<file path="src/tps_pkg.sv">
// What this block does
// - priority register bits 5..1 hold a 5-bit rank, 0x00 highest, 0x1f lowest.
// - switch to valid inactive profile that outranks the active one by more than seven.
// - difference of zero through seven keeps the loop on the active profile.
// - enable bit zero; while clear the profile is never selected or used.
// - source bits 4..0 pick reference a, its complement, b, its complement, or feedback.
`default_nettype none
package tps_pkg;
   // register bus geometry
   localparam int ADDR_W = 16;
   localparam int DATA_W = 8;
   // register offsets
   localparam logic [15:0] OFS_PRIORITY_ENABLE = 16'h1200;
   localparam logic [15:0] OFS_INPUT_SOURCE = 16'h1201;
   localparam logic [15:0] OFS_PROFILE_STATUS = 16'h12f0;
   // field positions of the priority and enable register
   localparam int FLD_ENABLE = 0;
   localparam int FLD_PRIO_LSB = 1;
   localparam int FLD_PRIO_MSB = 5;
   localparam int PRIO_W = 5;
   // field positions of the source register
   localparam int FLD_SRC_LSB = 0;
   localparam int FLD_SRC_MSB = 4;
   localparam int SRC_W = 5;
   // field positions of the status register
   localparam int FLD_ST_SWITCH = 0;
   localparam int FLD_ST_UNSUP = 1;
   localparam int FLD_ST_USABLE = 2;
   localparam int FLD_ST_ACTIVE = 3;
   // reset values
   localparam logic [PRIO_W-1:0] RST_PRIORITY = 5'h00;
   localparam logic RST_ENABLE = 1'b0;
   localparam logic [SRC_W-1:0] RST_SOURCE = 5'h00;
   // rank ordering limits and switching threshold
   localparam logic [PRIO_W-1:0] PRIO_HIGHEST = 5'h00;
   localparam logic [PRIO_W-1:0] PRIO_LOWEST = 5'h1f;
   localparam logic [PRIO_W-1:0] REVERT_GAP = 5'h07;
   // number of selectable inputs
   localparam int NUM_SRC = 5;
   // source codes
   typedef enum logic [SRC_W-1:0]
   {
      TPS_SRC_REF_A = 5'h00,
      TPS_SRC_REF_A_COMP = 5'h01,
      TPS_SRC_REF_B = 5'h02,
      TPS_SRC_REF_B_COMP = 5'h03,
      TPS_SRC_LOOP_FEEDBACK = 5'h05
   } tps_src_code_t;
   // one-hot input select bit positions
   localparam int SEL_REF_A = 0;
   localparam int SEL_REF_A_COMP = 1;
   localparam int SEL_REF_B = 2;
   localparam int SEL_REF_B_COMP = 3;
   localparam int SEL_LOOP_FEEDBACK = 4;
   // register bus request and answer
   typedef struct packed
   {
      logic [ADDR_W-1:0] addr;
      logic [DATA_W-1:0] wdata;
      logic wr;
      logic rd;
   } tps_bus_req_t;
   typedef struct packed
   {
      logic [DATA_W-1:0] rdata;
   } tps_bus_rsp_t;
   // state reported by the loop state machine about this profile
   typedef struct packed
   {
      logic valid;
      logic active;
      logic [PRIO_W-1:0] active_priority;
   } tps_loop_state_t;
   // configuration and decision handed to the loop
   typedef struct packed
   {
      logic enable;
      logic [PRIO_W-1:0] priority_rank;
      logic [NUM_SRC-1:0] source_select;
      logic source_unsupported;
      logic usable;
      logic switch_request;
   } tps_profile_out_t;
endpackage : tps_pkg
`default_nettype wire

</file>
<file path="src/tps_rank_judge.sv">
`timescale 1ns/10ps
`default_nettype none
module tps_rank_judge
#(
   parameter int PRIO_W = 5,
   parameter logic [PRIO_W-1:0] GAP = 5'h07
)
(
   input wire logic [PRIO_W-1:0] own_rank,
   input wire logic [PRIO_W-1:0] active_rank,
   input wire logic candidate,
   output logic take_over
);
   logic outranks;
   logic [PRIO_W-1:0] rank_gap;

   // refuse widths the subtraction cannot serve
   generate
      if (PRIO_W < 1 || PRIO_W > 8)
      begin : g_bad_width
         $error("tps_rank_judge: PRIO_W out of range");
      end
   endgenerate

   // lower value ranks higher; gap only meaningful when own rank is higher
   assign outranks = own_rank < active_rank;
   assign rank_gap = active_rank - own_rank;
   // a gap of seven or less keeps the active profile, more reverts
   assign take_over = candidate & outranks & (rank_gap > GAP);
endmodule : tps_rank_judge
`default_nettype wire

</file>
<file path="src/tps_profile_regs.sv">
// The implementer's own choice: the address-and-strobe port.
`timescale 1ns/10ps
`default_nettype none
module tps_profile_regs
(
   input wire logic core_clk,
   input wire logic rst_n,
   input wire tps_pkg::tps_bus_req_t bus_req,
   output tps_pkg::tps_bus_rsp_t bus_rsp,
   input wire tps_pkg::tps_loop_state_t loop_state,
   output tps_pkg::tps_profile_out_t profile_out
);
   import tps_pkg::*;

   // stored fields
   logic enable;
   logic [PRIO_W-1:0] priority_rank;
   logic [SRC_W-1:0] source_code;

   // decoded register hits
   wire hit_prio = bus_req.addr == OFS_PRIORITY_ENABLE;
   wire hit_src = bus_req.addr == OFS_INPUT_SOURCE;
   wire hit_status = bus_req.addr == OFS_PROFILE_STATUS;
   wire wr_prio = bus_req.wr & hit_prio;
   wire wr_src = bus_req.wr & hit_src;

   // next values of stored fields; reserved bits never reach a flop
   wire [PRIO_W-1:0] next_priority_rank = bus_req.wdata[FLD_PRIO_MSB:FLD_PRIO_LSB];
   wire next_enable = bus_req.wdata[FLD_ENABLE];
   wire [SRC_W-1:0] next_source_code = bus_req.wdata[FLD_SRC_MSB:FLD_SRC_LSB];

   // source decode: only listed codes drive a select line
   logic [NUM_SRC-1:0] src_onehot;
   logic src_listed;
   always_comb
   begin
      src_onehot = '0;
      src_listed = 1'b1;
      case (source_code)
         TPS_SRC_REF_A: src_onehot[SEL_REF_A] = 1'b1;
         TPS_SRC_REF_A_COMP: src_onehot[SEL_REF_A_COMP] = 1'b1;
         TPS_SRC_REF_B: src_onehot[SEL_REF_B] = 1'b1;
         TPS_SRC_REF_B_COMP: src_onehot[SEL_REF_B_COMP] = 1'b1;
         TPS_SRC_LOOP_FEEDBACK: src_onehot[SEL_LOOP_FEEDBACK] = 1'b1;
         default: src_listed = 1'b0; // codes 4 and 6..31
      endcase
   end

   // a disabled profile or an unsupported source is never offered to the loop
   wire usable = enable & src_listed;
   wire candidate = usable & loop_state.valid & ~loop_state.active;
   wire take_over;

   // revertive versus nonrevertive decision
   tps_rank_judge
   #(
      .PRIO_W(PRIO_W),
      .GAP(REVERT_GAP)
   )
   u_judge
   (
      .own_rank(priority_rank),
      .active_rank(loop_state.active_priority),
      .candidate(candidate),
      .take_over(take_over)
   );

   // select lines stay low while the profile cannot be used
   wire [NUM_SRC-1:0] next_select = enable ? src_onehot : '0;

   // read mux; reserved bits and unmapped offsets read zero
   wire [DATA_W-1:0] rd_prio = {2'h0, priority_rank, enable};
   wire [DATA_W-1:0] rd_src = {3'h0, source_code};
   wire [DATA_W-1:0] rd_status = {4'h0, loop_state.active, usable, ~src_listed,
                                  profile_out.switch_request};
   wire [DATA_W-1:0] next_rdata = hit_prio ? rd_prio :
                                  hit_src ? rd_src :
                                  hit_status ? rd_status : 8'h00;

   // priority and enable register
   always_ff @(posedge core_clk or negedge rst_n)
   begin
      if (!rst_n)
      begin
         priority_rank <= RST_PRIORITY;
         enable <= RST_ENABLE;
      end
      else if (wr_prio)
      begin
         priority_rank <= next_priority_rank;
         enable <= next_enable;
      end
   end

   // source register; unlisted codes are kept so software reads back what it wrote
   always_ff @(posedge core_clk or negedge rst_n)
   begin
      if (!rst_n)
      begin
         source_code <= RST_SOURCE;
      end
      else if (wr_src)
      begin
         source_code <= next_source_code;
      end
   end

   // read data valid in the cycle after the strobe only
   always_ff @(posedge core_clk or negedge rst_n)
   begin
      if (!rst_n)
      begin
         bus_rsp.rdata <= 8'h00;
      end
      else
      begin
         bus_rsp.rdata <= bus_req.rd ? next_rdata : 8'h00;
      end
   end

   // registered outputs to the loop; one cycle behind the register contents
   always_ff @(posedge core_clk or negedge rst_n)
   begin
      if (!rst_n)
      begin
         profile_out <= '0;
      end
      else
      begin
         profile_out.enable <= enable;
         profile_out.priority_rank <= priority_rank;
         profile_out.source_select <= next_select;
         profile_out.source_unsupported <= ~src_listed;
         profile_out.usable <= usable;
         profile_out.switch_request <= take_over;
      end
   end
endmodule : tps_profile_regs
`default_nettype wire

</file>
<file path="config.mk">
export PLATFORM = sky130hd
export DESIGN_NAME = tps_profile_regs
export DESIGN_NICKNAME = d
export VERILOG_FILES = /design/src/tps_pkg.sv /design/src/tps_rank_judge.sv /design/src/tps_profile_regs.sv
export SDC_FILE = /design/constraint.sdc
export NUM_CORES = 1
export LEC_CHECK = 0
export ABC_AREA = 1
export BUFFER_PORTS_ARGS = -buffer_cell sky130_fd_sc_hd__clkbuf_2
export CORE_UTILIZATION = 49
export DETAILED_ROUTE_END_ITERATION = 8
export PLACE_DENSITY = 0.79
export SLEW_MARGIN = 5
export SYNTH_ARGS = -nofsm -noshare
export SYNTH_HDL_FRONTEND = slang
export SYNTH_HIERARCHICAL = 1
export SYNTH_SLANG_ARGS = --single-unit
</file>
<file path="constraint.sdc">
create_clock -name core_clk -period 1.9 [get_ports core_clk]
set_input_delay 0.38 -clock core_clk [delete_from_list [all_inputs] [get_ports core_clk]]
set_output_delay 0.38 -clock core_clk [all_outputs]
set_load 0.05 [all_outputs]
</file>
==> metrics <==
outcome complete, no violations; layout cell share with drive strength beyond 1 0.2932; area share of the largest cell type after synthesis 0.4802; leading post-synthesis cells by cell area dfrtp_1 48%, nand2_1 10%, inv_1 7.0%, nand3_1 6.2%, o21ai_1 4.3%; PwrDens 576.7 nW/um2; IO Pins 57; final setup violation count 0; Core Box Area 3078 um2; clock skew 0.005852 ns; most common cell after layout, fill and taps aside clkbuf_2; CP arrival 1.80 ns; drc violations 0; period utilisation layout 0.8047; Initial Util 0.5248; Pins Over Slew Limit 0; via count 1,357; Clk network pwr share 0.316; maximum clock rate 654.0 MHz; clk buf depth 2; WL final 2939 um; Synth Cell Area 1615 um2; Cell Rows 20; Clock Latency Late Sink 0.33 ns; # Post-CTS Setup Buffers 0; CP Class flop to flop; die area 3530 um2; router iterations before antenna repair 4; sequence of cells on the critical path ha_1 -> inv_1 -> fa_1 -> nand2_1 -> nand3_1 -> nand3_1 -> nand2_1 -> a21oi_2; register bit total from synthesis 31; largest net degree at the start of global routing 32; vias in the first global route 1,125; critical path capture point type flop; hold slack 0.09175 ns; Syn Area/Cell 8.413 um2; sequential power share 0.586; Comb pwr share 0.098; CTS tree built; DR iter-0 viols 44; Pint 844.9 uW; pre-CTS WS 0.3085 ns; H-Tree Depth 2; Routed wire per std cell 10.03 um; cts repair resizes 0; Synth cell types 25; port bufs 52; Hold Path Class input pin to asynchronous set/reset pin; TritonCTS Buffers 5; CP Max Fanout 4; number of antenna violations at the first check in global routing 0; Worst IR Drop VDD 0.0004224 V; WP data required 2.17 ns; Worst path max stage delay 0.42 ns; Slowest cell on crit path dfrtp_1; hold buffer count at CTS 0; Net Sw Power 280.0 uW; Die Wd 59.42 um; switching part of the total power 0.2489; CTS sink cnt 31; Vias per Instance 4.631; Placer Congestion 0.7625; YS warnings 6; sequential fraction of the synthesis area 0.4802; Antenna diodes 0; Max-slew headroom 0.5132; Reg2Reg Depth 8; Synth area leader dfrtp_1; Setup WS post-layout 0.3710 ns; hpwl dp 2334 um; total gr overflow 0; max-cap violation count 0; Worst-Margin Slew 0.7302 ns; RSZ-0062 raised after global routing false; global-route wire length before repair 4850 um; die outline height 59.42 um; most frequent cells in the layout 52 x clkbuf_2, 44 x nand2_1, 31 x dfrtp_1; Detail Route Antenna Nets 0; clock root buffer clkbuf_4; Total GRT Usage 0.1917; Layout area overhead 20.76%; Hold Fails Final Rpt 0; Mapped Cells 192; nets@finish 289; Final TNS setup 0 ns; P_leak 1.160 nW; Final min period 1.529 ns; Clk pin slew, worst setup/hold paths 0.09 ns; crit start category flop
-- synth_stat cells, drive strengths merged --
cell type   n
nand2      50
dfrtp      31
inv        31
nor2       22
nand3      20
o21ai      14
ha          5
a21oi       4
buf         4
nor4        4
a21boi      1
conb        1
fa          1
nand3b      1
nand4       1
nor3        1
nor3b       1
-- cell type report --
type / instances / area [um2]
clock buffer: 7 / 45.04
clock inverter: 1 / 5.005
fill: 309 / 1127
inverter: 31 / 116.4
multi-input combinational: 127 / 693.2
sequential: 31 / 775.7
tap: 44 / 55.05
timing repair buffer: 52 / 260.3
-- sequential cells by signal (all words and copies together) (netlist names) --
signal         flops
priority_rank      5
profile_out       14
enable             1
bus_rsp            6
source_code        5
-- path summary, 6_finish.rpt --
| path | from | endpoint | slack [ns] |
|---|---|---|---|
| hold / removal | rst_n | profile_out[6] | 0.09 |
| hold reg to reg | priority_rank[4] | profile_out[12] | 0.41 |
| min in group core_clk | bus_req[7] | priority_rank[4] | 0.26 |
| max in group asynchronous | rst_n | source_code[3] | 1.34 |
| setup reg to reg | priority_rank[0] | profile_out[0] | 0.37 |
| setup / recovery | priority_rank[0] | profile_out[0] | 0.37 |
-- worst max-delay path, delay by kind of cell (launching register included) --
kind | cells | cell delay, ns
simple gates | 4 | 0.27
fa+ha+maj | 2 | 0.57
buf+inv | 1 | 0.08
flops | 1 | 0.42
compound gates | 1 | 0.12
-- power groups by stage --
stage	clock network (mW)	logic, mW	registers [mW]
after floorplan	0	0.0571	0.673
after global placement	0	0.109	0.673
after detailed placement	0	0.111	0.673
after CTS	0.366	0.112	0.660
after global routing	0.401	0.124	0.660
final	0.355	0.110	0.660
-- metrics by stage --
step | total power, mW | instance area (um2) | util | instances
2_1_floorplan | 0.7305 | 1619 | - | 193
3_3_place_gp | 0.7818 | 1901 | 0.6175 | 285
3_5_place_dp | 0.7839 | 1901 | 0.6175 | 285
4_1_cts | 1.137 | 1951 | 0.6337 | 293
5_1_grt | 1.185 | 1951 | 0.6337 | 293
6_report | 1.125 | 1951 | 0.6337 | 293
-- per-layer routing --
metal  track usage  share of wire  vias to the layer above
met3       0.05240          0.062                        6
li1              -              -                      709
met2        0.3146           0.46                       44
met5             0              0                        -
met1        0.2280           0.45                      598
met4        0.1020          0.023                        0
-- logic make-up after synthesis --
kind of cell	after synthesis	share of synthesized area
adder cells (fa/ha/maj)	6	0.05112
other	1	0.002322
flip-flops	31	0.4802
AND/OR/NAND/NOR	100	0.3106
buffers and inverters	35	0.09295
AO/OA/AOI/OAI	19	0.06274
No activity file was read; power rests on OpenSTA's default activity.
